### src/rtl/wdlpw_pkg.sv
// constants shared by the watchdog and low-power wake logic
`default_nettype none
package wdlpw_pkg;
    localparam int ADDR_W = 8;
    localparam int DATA_W = 32;
    localparam logic [ADDR_W-1:0] WD_CTRL_OFS = 8'h00;
    localparam logic [ADDR_W-1:0] WD_KEY_OFS = 8'h04;
    localparam logic [ADDR_W-1:0] WD_COUNT_OFS = 8'h08;
    localparam logic [ADDR_W-1:0] POWER_CTRL0_OFS = 8'h0C;
    localparam logic [ADDR_W-1:0] WAKE_SELECT_OFS = 8'h10;
    localparam logic [ADDR_W-1:0] IRQ_STATUS_OFS = 8'h14;
    localparam logic [ADDR_W-1:0] IRQ_MASK_OFS = 8'h18;
    localparam logic [ADDR_W-1:0] POWER_STATE_OFS = 8'h1C;
    localparam int CTRL_DISABLE_BIT = 0;
    localparam int CTRL_WAKE_MODE_BIT = 1;
    localparam int CTRL_NMI_EN_BIT = 2;
    localparam int CTRL_W = 3;
    localparam logic [CTRL_W-1:0] CTRL_RESET = 3'h4;
    localparam int MODE_LSB = 0;
    localparam int MODE_W = 2;
    localparam int QUAL_LSB = 2;
    localparam int QUAL_W = 6;
    localparam logic [7:0] POWER_CTRL0_RESET = 8'h0C;
    localparam int WAKE_W = 16;
    localparam logic [WAKE_W-1:0] WAKE_SELECT_RESET = 16'h0000;
    localparam int IRQ_W = 2;
    localparam int IRQ_OVERFLOW_BIT = 0;
    localparam int IRQ_WAKE_BIT = 1;
    localparam int WD_W = 8;
    localparam logic [WD_W-1:0] WD_MAX = 8'hFF;
    localparam logic [7:0] KEY_FIRST = 8'h55;
    localparam logic [7:0] KEY_SECOND = 8'hAA;
    localparam int PULSE_W = 10;
    localparam logic [PULSE_W-1:0] WD_PULSE_CYCLES = 10'h200;
    localparam int SYNC_W = 16;
    typedef enum logic [1:0] {
        WDLPW_RUN,
        WDLPW_IDLE,
        WDLPW_STANDBY,
        WDLPW_HALT
    } wdlpw_state_type;
endpackage
`default_nettype wire

### src/rtl/wdlpw_key_detect.sv
// two-write key sequence detector for the watchdog kick
`default_nettype none
module wdlpw_key_detect (
    input wire logic clk,
    input wire logic rstn,
    input wire logic key_wr,
    input wire logic [7:0] key_data,
    output logic kick
);
    import wdlpw_pkg::*;

    logic armed_reg;

    always_ff @(posedge clk or negedge rstn) begin
        if (!rstn) begin
            armed_reg <= 1'b0;
        end else if (key_wr) begin
            // any write other than the first key disarms
            armed_reg <= (key_data == KEY_FIRST);
        end
    end

    // second key counts only straight after the first
    assign kick = key_wr && armed_reg && (key_data == KEY_SECOND);
endmodule
`default_nettype wire

### src/rtl/wdlpw_wake_qual.sv
// standby wake qualifier: selected low source must persist
`default_nettype none
module wdlpw_wake_qual (
    input wire logic clk,
    input wire logic rstn,
    input wire logic active,
    input wire logic [wdlpw_pkg::WAKE_W-1:0] sources_n,
    input wire logic [wdlpw_pkg::WAKE_W-1:0] select,
    input wire logic [wdlpw_pkg::QUAL_W-1:0] qual_len,
    output logic wake
);
    import wdlpw_pkg::*;

    logic [QUAL_W-1:0] cnt_reg;
    logic any_low;

    assign any_low = |(~sources_n & select);

    always_ff @(posedge clk or negedge rstn) begin
        if (!rstn) begin
            cnt_reg <= '0;
        end else if (!active || !any_low) begin
            // short glitch restarts qualification
            cnt_reg <= '0;
        end else if (cnt_reg < qual_len) begin
            cnt_reg <= cnt_reg + 6'h01;
        end
    end

    assign wake = active && any_low && (cnt_reg >= qual_len);
endmodule
`default_nettype wire

### src/rtl/wdlpw_top.sv
// watchdog counter with low-power mode controller and wishbone registers
`default_nettype none
// Summary of operation
// - 8-bit up counter pulses an output when it hits its maximum with no pulse running.
// - writing 0x55 then 0xAA to the key register clears the counter.
// - software may disable the counter; no overflow pulse while disabled.
// - overflow drives the active-low reset output low for 512 clocks.
// - watchdog interrupt signal feeds the standby wake logic when enabled.
// - in idle the watchdog interrupt reaches the core, ending idle.
// - standby stops peripherals; only the watchdog keeps counting.
// - idle instruction enters the selected mode; field 00 means idle.
// - idle keeps oscillator and peripheral clocks running, core clock off; exits on enabled interrupt or NMI.
// - field 01 selects standby, core clocks off, listed wake sources.
// - wake select register chooses which signals may end standby.
// - selected standby wake is qualified for a programmed clock count.
// - field 1x selects halt; all clocks stop, watchdog frozen.
// - halt is left only on external reset or the NMI input.
// - an enable bit gates the NMI input toward the core.
// - wake signals are active low; a short one falls back asleep.
// - standby and halt leave the system clock output in its prior state.
// - idle keeps the system clock output toggling.
module wdlpw_top (
    input wire logic clk,
    input wire logic rstn,
    input wire logic wb_cyc_i,
    input wire logic wb_stb_i,
    input wire logic wb_we_i,
    input wire logic [wdlpw_pkg::ADDR_W-1:0] wb_adr_i,
    input wire logic [3:0] wb_sel_i,
    input wire logic [wdlpw_pkg::DATA_W-1:0] wb_dat_i,
    output logic [wdlpw_pkg::DATA_W-1:0] wb_dat_o,
    output logic wb_ack_o,
    input wire logic idle_exec,
    input wire logic core_irq_pending,
    input wire logic ext_sys_reset_n,
    input wire logic ext_nmi_n,
    input wire logic ext_irq1_n,
    input wire logic [3:0] timer_trip_inputs,
    input wire logic [5:0] compare_trip_inputs,
    input wire logic serial_a_rx,
    input wire logic serial_b_rx,
    input wire logic can_rx_wake,
    output logic wd_reset_out_n,
    output logic wd_wake_irq_n,
    output logic wd_irq_to_core,
    output logic nmi_to_core,
    output logic osc_clock_en,
    output logic core_clock_en,
    output logic periph_clock_en,
    output logic system_clock_out,
    output logic [1:0] power_state,
    output logic irq
);
    import wdlpw_pkg::*;

    wdlpw_state_type state_reg;
    wdlpw_state_type state_next;
    logic [SYNC_W-1:0] pins_raw;
    logic [SYNC_W-1:0] sync1_reg;
    logic [SYNC_W-1:0] sync2_reg;
    logic [CTRL_W-1:0] ctrl_reg;
    logic [7:0] power_ctrl_reg0;
    logic [WAKE_W-1:0] wake_select_reg;
    logic [IRQ_W-1:0] irq_status_reg;
    logic [IRQ_W-1:0] irq_mask_reg;
    logic [WD_W-1:0] wd_count_reg;
    logic [PULSE_W-1:0] pulse_cnt_reg;
    logic [DATA_W-1:0] rdata_reg;
    logic ack_reg;
    logic sysclk_reg;
    logic bus_req;
    logic wr_en;
    logic rd_en;
    logic key_wr;
    logic kick;
    logic wd_running;
    logic wd_overflow;
    logic pulse_active;
    logic wd_irq_n;
    logic rst_pin_low;
    logic nmi_pin_low;
    logic nmi_enabled;
    logic idle_exit;
    logic standby_wake;
    logic halt_exit;
    logic woke;
    logic [MODE_W-1:0] mode_field;
    logic [QUAL_W-1:0] qual_len;
    logic [WAKE_W-1:0] wake_sources_n;
    logic [IRQ_W-1:0] irq_events;
    logic [DATA_W-1:0] ctrl_merged;
    logic [DATA_W-1:0] pctrl_merged;
    logic [DATA_W-1:0] wsel_merged;

    // lane-aware merge of a write into the low bytes of a register
    function automatic logic [DATA_W-1:0] merge_lanes(
        input logic [DATA_W-1:0] old_val,
        input logic [DATA_W-1:0] new_val,
        input logic [3:0] sel
    );
        logic [DATA_W-1:0] res;
        res = old_val;
        for (int i = 0; i < 4; i++) begin
            if (sel[i]) begin
                res[i*8 +: 8] = new_val[i*8 +: 8];
            end
        end
        return res;
    endfunction

    // pins from outside the clock domain
    assign pins_raw = {
        can_rx_wake,
        serial_b_rx,
        serial_a_rx,
        compare_trip_inputs,
        timer_trip_inputs,
        ext_nmi_n,
        ext_irq1_n,
        ext_sys_reset_n
    };

    always_ff @(posedge clk or negedge rstn) begin
        if (!rstn) begin
            sync1_reg <= '1;
            sync2_reg <= '1;
        end else begin
            sync1_reg <= pins_raw;
            sync2_reg <= sync1_reg;
        end
    end

    assign rst_pin_low = !sync2_reg[0];
    assign nmi_pin_low = !sync2_reg[2];
    assign nmi_enabled = ctrl_reg[CTRL_NMI_EN_BIT];

    // wake vector: bit0 watchdog, then pins without external reset
    assign wake_sources_n = {sync2_reg[SYNC_W-1:1], wd_irq_n};

    // wishbone classic slave, one wait state
    assign bus_req = wb_cyc_i && wb_stb_i && !ack_reg;
    // write lands on the edge that carries ack, as the master sees it
    assign wr_en = wb_cyc_i && wb_stb_i && wb_we_i && ack_reg;
    assign rd_en = bus_req && !wb_we_i;
    assign key_wr = wr_en && wb_sel_i[0] && (wb_adr_i == WD_KEY_OFS);

    always_ff @(posedge clk or negedge rstn) begin
        if (!rstn) begin
            ack_reg <= 1'b0;
        end else begin
            ack_reg <= bus_req;
        end
    end

    assign ctrl_merged = merge_lanes({29'h0, ctrl_reg}, wb_dat_i, wb_sel_i);
    assign pctrl_merged = merge_lanes({24'h0, power_ctrl_reg0}, wb_dat_i,
        wb_sel_i);
    assign wsel_merged = merge_lanes({16'h0, wake_select_reg}, wb_dat_i,
        wb_sel_i);

    always_ff @(posedge clk or negedge rstn) begin
        if (!rstn) begin
            ctrl_reg <= CTRL_RESET;
        end else if (wr_en && wb_adr_i == WD_CTRL_OFS) begin
            ctrl_reg <= ctrl_merged[CTRL_W-1:0];
        end
    end

    always_ff @(posedge clk or negedge rstn) begin
        if (!rstn) begin
            power_ctrl_reg0 <= POWER_CTRL0_RESET;
        end else if (wr_en && wb_adr_i == POWER_CTRL0_OFS) begin
            power_ctrl_reg0 <= pctrl_merged[7:0];
        end
    end

    always_ff @(posedge clk or negedge rstn) begin
        if (!rstn) begin
            wake_select_reg <= WAKE_SELECT_RESET;
        end else if (wr_en && wb_adr_i == WAKE_SELECT_OFS) begin
            wake_select_reg <= wsel_merged[WAKE_W-1:0];
        end
    end

    always_ff @(posedge clk or negedge rstn) begin
        if (!rstn) begin
            irq_mask_reg <= '0;
        end else if (wr_en && wb_adr_i == IRQ_MASK_OFS && wb_sel_i[0]) begin
            irq_mask_reg <= wb_dat_i[IRQ_W-1:0];
        end
    end

    assign mode_field = power_ctrl_reg0[MODE_LSB +: MODE_W];
    assign qual_len = power_ctrl_reg0[QUAL_LSB +: QUAL_W];

    // sticky status; a new event beats a write-one clear
    assign irq_events = {woke, wd_overflow};

    always_ff @(posedge clk or negedge rstn) begin
        if (!rstn) begin
            irq_status_reg <= '0;
        end else if (wr_en && wb_adr_i == IRQ_STATUS_OFS && wb_sel_i[0]) begin
            irq_status_reg <= (irq_status_reg & ~wb_dat_i[IRQ_W-1:0])
                | irq_events;
        end else begin
            irq_status_reg <= irq_status_reg | irq_events;
        end
    end

    assign irq = |(irq_status_reg & irq_mask_reg);

    always_ff @(posedge clk or negedge rstn) begin
        if (!rstn) begin
            rdata_reg <= '0;
        end else if (rd_en) begin
            case (wb_adr_i)
                WD_CTRL_OFS: rdata_reg <= {29'h0, ctrl_reg};
                WD_COUNT_OFS: rdata_reg <= {24'h0, wd_count_reg};
                POWER_CTRL0_OFS: rdata_reg <= {24'h0, power_ctrl_reg0};
                WAKE_SELECT_OFS: rdata_reg <= {16'h0, wake_select_reg};
                IRQ_STATUS_OFS: rdata_reg <= {30'h0, irq_status_reg};
                IRQ_MASK_OFS: rdata_reg <= {30'h0, irq_mask_reg};
                POWER_STATE_OFS: rdata_reg <= {29'h0, pulse_active,
                    state_reg};
                default: rdata_reg <= '0;
            endcase
        end
    end

    assign wb_ack_o = ack_reg;
    assign wb_dat_o = rdata_reg;

    wdlpw_key_detect u_key (
        .clk(clk),
        .rstn(rstn),
        .key_wr(key_wr),
        .key_data(wb_dat_i[7:0]),
        .kick(kick)
    );

    // halt stops the oscillator, so the watchdog freezes there
    assign wd_running = !ctrl_reg[CTRL_DISABLE_BIT]
        && state_reg != WDLPW_HALT;
    assign wd_overflow = wd_running && wd_count_reg == WD_MAX;

    always_ff @(posedge clk or negedge rstn) begin
        if (!rstn) begin
            wd_count_reg <= '0;
        end else if (kick) begin
            wd_count_reg <= '0;
        end else if (wd_running) begin
            wd_count_reg <= wd_count_reg + 8'h01;
        end
    end

    // a second overflow during the pulse does not stretch it
    always_ff @(posedge clk or negedge rstn) begin
        if (!rstn) begin
            pulse_cnt_reg <= '0;
        end else if (wd_overflow && pulse_cnt_reg == '0) begin
            pulse_cnt_reg <= WD_PULSE_CYCLES;
        end else if (pulse_cnt_reg != '0 && state_reg != WDLPW_HALT) begin
            pulse_cnt_reg <= pulse_cnt_reg - 10'h001;
        end
    end

    assign pulse_active = pulse_cnt_reg != '0;
    // wake mode routes the pulse to the interrupt instead of reset
    assign wd_reset_out_n = !(pulse_active
        && !ctrl_reg[CTRL_WAKE_MODE_BIT]);
    assign wd_irq_n = !(pulse_active && ctrl_reg[CTRL_WAKE_MODE_BIT]);
    assign wd_wake_irq_n = wd_irq_n;
    assign wd_irq_to_core = !wd_irq_n;
    assign nmi_to_core = nmi_pin_low && nmi_enabled;

    wdlpw_wake_qual u_qual (
        .clk(clk),
        .rstn(rstn),
        .active(state_reg == WDLPW_STANDBY),
        .sources_n(wake_sources_n),
        .select(wake_select_reg),
        .qual_len(qual_len),
        .wake(standby_wake)
    );

    // idle exit; controller itself does nothing else in idle
    assign idle_exit = core_irq_pending || nmi_to_core || !wd_irq_n
        || rst_pin_low;
    assign halt_exit = rst_pin_low || nmi_pin_low;
    assign woke = state_reg != WDLPW_RUN && state_next == WDLPW_RUN;

    always_comb begin
        state_next = state_reg;
        case (state_reg)
            WDLPW_RUN: begin
                if (idle_exec) begin
                    if (mode_field[1]) begin
                        state_next = WDLPW_HALT;
                    end else if (mode_field[0]) begin
                        state_next = WDLPW_STANDBY;
                    end else begin
                        state_next = WDLPW_IDLE;
                    end
                end
            end
            WDLPW_IDLE: begin
                if (idle_exit) begin
                    state_next = WDLPW_RUN;
                end
            end
            WDLPW_STANDBY: begin
                if (rst_pin_low || standby_wake) begin
                    state_next = WDLPW_RUN;
                end
            end
            WDLPW_HALT: begin
                if (halt_exit) begin
                    state_next = WDLPW_RUN;
                end
            end
            default: begin
                state_next = WDLPW_RUN;
            end
        endcase
    end

    always_ff @(posedge clk or negedge rstn) begin
        if (!rstn) begin
            state_reg <= WDLPW_RUN;
        end else begin
            state_reg <= state_next;
        end
    end

    // clock gates only; pins are owned by peripherals, never reset here
    assign osc_clock_en = state_reg != WDLPW_HALT;
    assign core_clock_en = state_reg == WDLPW_RUN;
    assign periph_clock_en = state_reg == WDLPW_RUN
        || state_reg == WDLPW_IDLE;
    assign power_state = state_reg;

    // divided clock keeps running through idle
    always_ff @(posedge clk or negedge rstn) begin
        if (!rstn) begin
            sysclk_reg <= 1'b0;
        end else if (periph_clock_en) begin
            sysclk_reg <= !sysclk_reg;
        end
    end

    assign system_clock_out = sysclk_reg;
endmodule
`default_nettype wire

### config.mk
export PLATFORM = sky130hd
export DESIGN_NAME = wdlpw_top
export DESIGN_NICKNAME = d
export VERILOG_FILES = /design/src/rtl/wdlpw_pkg.sv /design/src/rtl/wdlpw_key_detect.sv /design/src/rtl/wdlpw_wake_qual.sv /design/src/rtl/wdlpw_top.sv
export SDC_FILE = /design/constraint.sdc
export NUM_CORES = 1
export LEC_CHECK = 0
export BUFFER_PORTS_ARGS = -buffer_cell sky130_fd_sc_hd__clkbuf_2
export CORE_ASPECT_RATIO = 0.6
export CORE_MARGIN = 2
export CORE_UTILIZATION = 30
export CTS_CLUSTER_SIZE = 10
export DETAILED_ROUTE_END_ITERATION = 16
export GPL_ROUTABILITY_DRIVEN = 0
export GPL_TIMING_DRIVEN = 0
export SYNTH_ARGS = -nofsm -noshare
export SYNTH_HDL_FRONTEND = slang
export SYNTH_SLANG_ARGS = --single-unit
export TNS_END_PERCENT = 10
### constraint.sdc
create_clock -name clk -period 3.9 [get_ports clk]
set_input_delay 0.39 -clock clk [delete_from_list [all_inputs] [get_ports clk]]
set_output_delay 0.39 -clock clk [all_outputs]
set_load 0.005 [all_outputs]
==> results.py, run 1 <==
metrics = {
    "clock_network": {
        "tritoncts": "done",
        "root_buffer": "clkbuf_16",
        "cts_buffers": 9,
        "cts_buffer_depth": 2,
        "cts_hold_buf": 0,
        "cts_resized": 0,
        "htreeDepth": 3,
        "clkTransAtPathRegs_ns": 0.08,
        "cts_setup_buffers": 0,
        "clock_latency_ns": 0.35,
        "clock-sinks": 108,
    },
    "placement": {
        "port_buffers": 75,
        "dp_hpwl_um": 8760,
        "pre_cts_slack_ns": 1.09,
    },
    "finish": {
        "nNetsFinal": 612,
        "fillers": 1526,
        "area_delta_synth_final_pct": 21.0,
        "drive_gt1_share_pct": 31.6,
    },
    "synth": {
        "syn_avg_cell_area_um2": 11.0,
        "synth-edff-count": 0,
        "ys_seq_area_share_pct": 57.3,
        "netlist-cell-type-count": 58,
        "ys.flop_type": "dfrtp_1",
        "postSynthCellCount": 435,
        "ys_ff_latch": 108,
        "ys.warnings.count": 0,
        "synthArstFlopShare_pct": 100,
        "synth_area_um2": 4790,
    },
    "sta": {
        "tightest_slew_ns": 0.854,
        "slew-limit-headroom_pct": 43.1,
        "rsz0062_at_grt": "false",
        "min_period_ns": 2.61,
        "finalHoldViolCount": 0,
        "setup_ws_ns": 1.29,
        "setup_viol": 0,
        "setup_tns_ns": 0,
        "finalClockSkew_ns": 0.00768,
        "max_freq_mhz": 383,
        "post-route-period-util_pct": 66.9,
        "drv_slew": 0,
    },
    "status": {
        "violations": "DRC",
        "status": "finished with violations",
    },
    "pwr": {
        "ir_drop_mv": 0.198,
        "leakagePower_uw": 0.00268,
        "power_density_nw_per_um2": 429,
    },
    "floorplan": {
        "coreArea_um2": 15500,
        "initial_core_util_pct": 30.9,
        "die_area_um2": 17000,
        "dieWidth_um": 167,
        "rows": 35,
        "die_h_um": 102,
        "io_pins": 111,
    },
    "global_routing": {
        "grt_max_degree": 109,
        "grt-ovfl-total": 0,
        "grt_usage_pct": 13.8,
        "antenna_found_initial": 2,
        "grt_pass1_wl_um": 18200,
        "grt_pass1_vias": 3491,
    },
    "worst_setup_path": {
        "reg2reg_from": "pulse_cnt_reg[2]",
        "worstSetupStartpoint": "pulse_cnt_reg[2]",
        "worstPathArrival_ns": 2.22,
        "cp_max_fo": 9,
        "required_ns": 3.51,
        "r2r_slack_ns": 1.42,
        "r2r-end": "irq_status_reg[1]",
        "cp-start-kind": "flip-flop",
        "r2r_cells": 6,
        "worstSetupEndpointType": "output port",
        "crit_type": "reg2out",
        "crit_end": "wd_wake_irq_n",
    },
    "detailed_routing": {
        "drt-pass1-iter-count": 11,
        "drt_iter0_markers": 210,
        "route.detailed.wl_per_inst_um": 15.4,
        "via_per_inst": 4.75,
        "dr_total_vias": 3536,
        "drc": 10,
        "wirelength_um": 11500,
        "postRouteAntennaNets": 0,
    },
    "run": {
        "cap_violations": 0,
    },
    "min_path": {
        "hold_path.class": "in2reg",
    },
}
cell type report:
class                           count  area (um^2)  area share [%]
Multi-Input combinational cell    285         1830            31.5
Clock inverter                      5         43.8           0.755
Timing Repair Buffer               75          384            6.62
Clock buffer                       11          264            4.55
Tap cell                          203          254            4.38
Sequential cell                   108         2750            47.4
Buffer                             28          166            2.87
Antenna cell                        1         2.50          0.0432
Inverter                           29          109            1.88
report_power, final:
group / internal, uW / total [uW] / switching [uW]
Sequential: 1220 / 1310 / 88.9
Clock: 502 / 933 / 431
Combinational: 117 / 249 / 132
cells in the final DEF (no fill, tap or decap), drive strengths merged, types with 5 or more instances in the layout:
master  instances
buf            17
ha              9
inv            34
xor2           10
nor4            6
xnor2          10
dfrtp          73
o31ai           5
nor3           14
o21ai          24
nand3          12
mux2           17
clkbuf         97
dfstp          35
a21oi           5
a22oi           7
nand2          46
a221o           5
nand4          11
conb           16
nor2           29
synth_stat cells, drive strengths merged, types with 2 or more instances:
cell type   n  area [um^2]
xor2       10         87.6
xnor2      10         87.6
nor3b       4         30.0
nand3      12         60.1
dfstp      35          920
nand2b      4         25.0
dfrtp      73         1830
nand2      46          173
mux2i       2         20.0
nand4      11         68.8
mux2       17          191
o21ai      24          120
clkbuf     11         41.3
and3        3         23.8
o211ai      2         15.0
nand3b      2         15.0
ha          9          113
a22oi       7         52.6
a32oi       2         17.5
a21oi       5         25.0
inv        29          109
or4         4         30.0
nor4        6         37.5
and2        3         18.8
nor3       14         75.1
a221oi      2         17.5
o31ai       5         42.5
nor4bb      3         30.0
o22ai       4         25.0
a221o       5         50.1
nor2       29          109
buf        17          125
nor2b       2         12.5
or2         3         18.8
or3         4         30.0
kinds of logic after synthesis:
kind of cell	after synthesis	synth area share, %
AOI/OAI and AO/OA	68	9.81
xor gates and xnor gates	20	3.65
adders and majority gates	9	2.35
buffers and inverters	57	5.74
DFF	108	57.3
muxes	20	4.88
other	1	0.0782
and+or+nand+nor	152	16.2
critical path, cell delays in order, from the launching register on:
cell and delay [ns]:
dfrtp_1 0.42, or3_4 0.42, or4b_1 0.49, buf_2 0.20, and2_1 0.19, inv_1 0.05, clkbuf_2 0.10
layer usage:
metal / global-route usage (%) / share of wire (%)
met3: 3.49 / 5.3
met5: 0 / 0.11
met4: 3.88 / 1.3
met2: 22.0 / 44
met1: 19.0 / 49
metrics by stage:
step / instances / cell area, um^2 / power, uW / util [%] / hold WS, ns
after global placement: 728 / 5480 / 1560 / 35.3 / 0.347
after global routing: 744 / 5800 / 2620 / 37.4 / 0.100
after floorplan: 450 / 4850 / 1460 / - / 0.0944
after CTS: 744 / 5800 / 2520 / 37.4 / 0.105
final: 745 / 5800 / 2490 / 37.4 / 0.118
after detailed placement: 728 / 5490 / 1580 / 35.4 / 0.347
worst min-delay path by stage:
stage,cells after the start,from,slack [ns],endpoint
final,1,can_rx_wake,0.12,sync1_reg[15]
after floorplan,0,rstn,0.09,ctrl_reg[0]
after global placement,0,sync1_reg[0],0.35,sync2_reg[0]
after detailed placement,0,sync1_reg[12],0.35,sync2_reg[12]
after global routing,1,compare_trip_inputs[2],0.10,sync1_reg[9]
after CTS,1,compare_trip_inputs[3],0.11,sync1_reg[10]
Power figures use the tool's default switching activity.
==> run 2, diff against run 1 <==
Clock period 3.9 ns to 2.6 ns, I/O delays scaled along.
==> run 2 against run 1 <==
Against the previous run:
- the flow finishes with violations (DRC, hold timing)
- sequential power up 50%
- routed wire length rose by 1.6%
- count of clock-buffer cells in the layout stayed put
- non-clock buffer count increased by 16
- setup slack worse by 1.2 ns
- critical path depth stayed put
- via count rose by 1.4%
- cell count is 2.1% higher
==> results.py, run 2 (synthesized netlist as in run 1, its figures left out) <==
metrics = {
    "sta": {
        "finalClockSkew_ns": 0.00823,
        "finalHoldViolCount": 15,
        "setup_ws_ns": 0.118,
        "tightest_slew_ns": 0.905,
        "max_freq_mhz": 403,
        "rsz0062_at_grt": "false",
        "min_period_ns": 2.48,
        "setup_viol": 0,
        "slew-limit-headroom_pct": 39.7,
        "holdWs_ns": -0.0445,
        "drv_slew": 0,
        "post-route-period-util_pct": 95.5,
    },
    "run": {
        "cap_violations": 0,
    },
    "global_routing": {
        "grt_pass1_vias": 3542,
        "grt_max_degree": 109,
        "grt_usage_pct": 14.0,
        "antenna_found_initial": 2,
        "grt-ovfl-total": 0,
        "grt_pass1_wl_um": 18400,
    },
    "clock_network": {
        "clock_latency_ns": 0.35,
        "tritoncts": "done",
        "clkTransAtPathRegs_ns": 0.08,
        "htreeDepth": 3,
        "cts_buffer_depth": 2,
        "cts_setup_buffers": 0,
        "cts_resized": 0,
        "clock-sinks": 108,
        "cts_buffers": 9,
        "root_buffer": "clkbuf_16",
    },
    "finish": {
        "drive_gt1_share_pct": 30.7,
        "mostFrequentLayoutCells": "clkbuf_2 (74), dfrtp_1 (73), nand2_1 (46)",
        "final_cell_area_um2": 5960,
        "nNetsFinal": 628,
        "area_delta_synth_final_pct": 24.3,
        "layout_commonest_cell": "clkbuf_2",
        "fillers": 1519,
    },
    "detailed_routing": {
        "dr_total_vias": 3585,
        "postRouteAntennaNets": 0,
        "drt_iter0_markers": 204,
        "drc": 10,
        "via_per_inst": 4.71,
        "drt-pass1-iter-count": 10,
        "wirelength_um": 11700,
        "route.detailed.wl_per_inst_um": 15.3,
    },
    "min_path": {
        "hold_path.class": "in2async",
    },
    "status": {
        "violations": "DRC, hold timing",
        "status": "finished with violations",
    },
    "worst_setup_path": {
        "cp_max_fo": 9,
        "worstPathArrival_ns": 2.71,
        "crit_type": "reg2reg",
        "required_ns": 2.83,
        "worstSetupEndpointType": "flip-flop",
        "cp-start-kind": "flip-flop",
    },
    "placement": {
        "dp_hpwl_um": 8760,
        "port_buffers": 75,
        "post_dp_cell_area_um2": 5490,
        "pre_cts_slack_ns": -0.0766,
    },
    "floorplan": {
        "dieWidth_um": 167,
        "rows": 35,
        "initial_core_util_pct": 30.9,
        "io_pins": 111,
        "die_area_um2": 17000,
        "die_h_um": 102,
        "coreArea_um2": 15500,
    },
    "pwr": {
        "leakagePower_uw": 0.00274,
        "power_density_nw_per_um2": 630,
        "ir_drop_mv": 0.297,
    },
}
==> run 2: path summary, 6_finish.rpt <==
path,start,cells past startpoint,slack [ns],to
setup / recovery,pulse_cnt_reg[2],6,0.12,irq_status_reg[1]
hold / removal,rstn,1,-0.04,wb_dat_o[13]
setup reg to reg,pulse_cnt_reg[2],6,0.12,irq_status_reg[1]
hold reg to reg,sync1_reg[12],0,0.36,sync2_reg[12]
max in group asynchronous,rstn,1,1.97,u_qual.cnt_reg[2]
min in group clk,wb_dat_i[10],3,0.13,wake_select_reg[10]
==> run 2: stage by stage <==
step | util, % | cells | hold WS, ns | TNS, ns | total power, uW
3_3_place_gp | 35.3 | 728 | 0.347 | -10.20 | 2340
5_1_grt | 38.4 | 760 | 0.0996 | 0 | 3950
3_5_place_dp | 35.4 | 728 | 0.347 | -0.146 | 2370
6_report | 38.4 | 761 | -0.0445 | 0 | 3760
2_1_floorplan | - | 450 | -0.0356 | 0 | 2200
4_1_cts | 38.4 | 760 | 0.0606 | 0 | 3790
==> run 2: worst max-delay path, stage by stage, from the launching register on <==
cell	delay, ns
dfrtp_1	0.42
or3_4	0.42
or4b_1	0.49
buf_2	0.20
and3_4	0.21
o32a_1	0.32
o31a_1	0.30
==> run 2: per-layer routing <==
layer | routed length (um) | GRT usage, % | part of all wire (%)
met5 | 13 | 0 | 0.11
met4 | 146 | 3.88 | 1.3
met3 | 633 | 3.49 | 5.4
met2 | 5260 | 22.5 | 45
met1 | 5620 | 19.0 | 48
==> run 2: what timing repair did <==
| item | CTS | global route |
|---|---|---|
| hold buffers | 16 | 0 |
| hold endpoints to repair | 16 | 0 |
| setup endpoints to repair | 0 | 0 |
==> run 2: final cells by class <==
| class | count | area (um^2) | share of cell area [%] |
|---|---|---|---|
| diodes | 1 | 2.50 | 0.0420 |
| plain buffers | 28 | 166 | 2.79 |
| clock buffers | 11 | 264 | 4.43 |
| clock inverters | 5 | 43.8 | 0.735 |
| inverters | 29 | 109 | 1.83 |
| multi-input cells | 285 | 1830 | 30.7 |
| flip-flops and latches | 108 | 2750 | 46.1 |
| well taps | 203 | 254 | 4.26 |
| repair buffers | 91 | 544 | 9.13 |
==> run 2: power by group <==
part / total, uW / leakage [uW] / switching [uW] / internal, uW
Sequential: 1960 / 0.00126 / 134 / 1830
Clock: 1400 / 0.000153 / 647 / 753
Combinational: 392 / 0.00133 / 201 / 191
Total: 3760 / 0.00274 / 982 / 2770
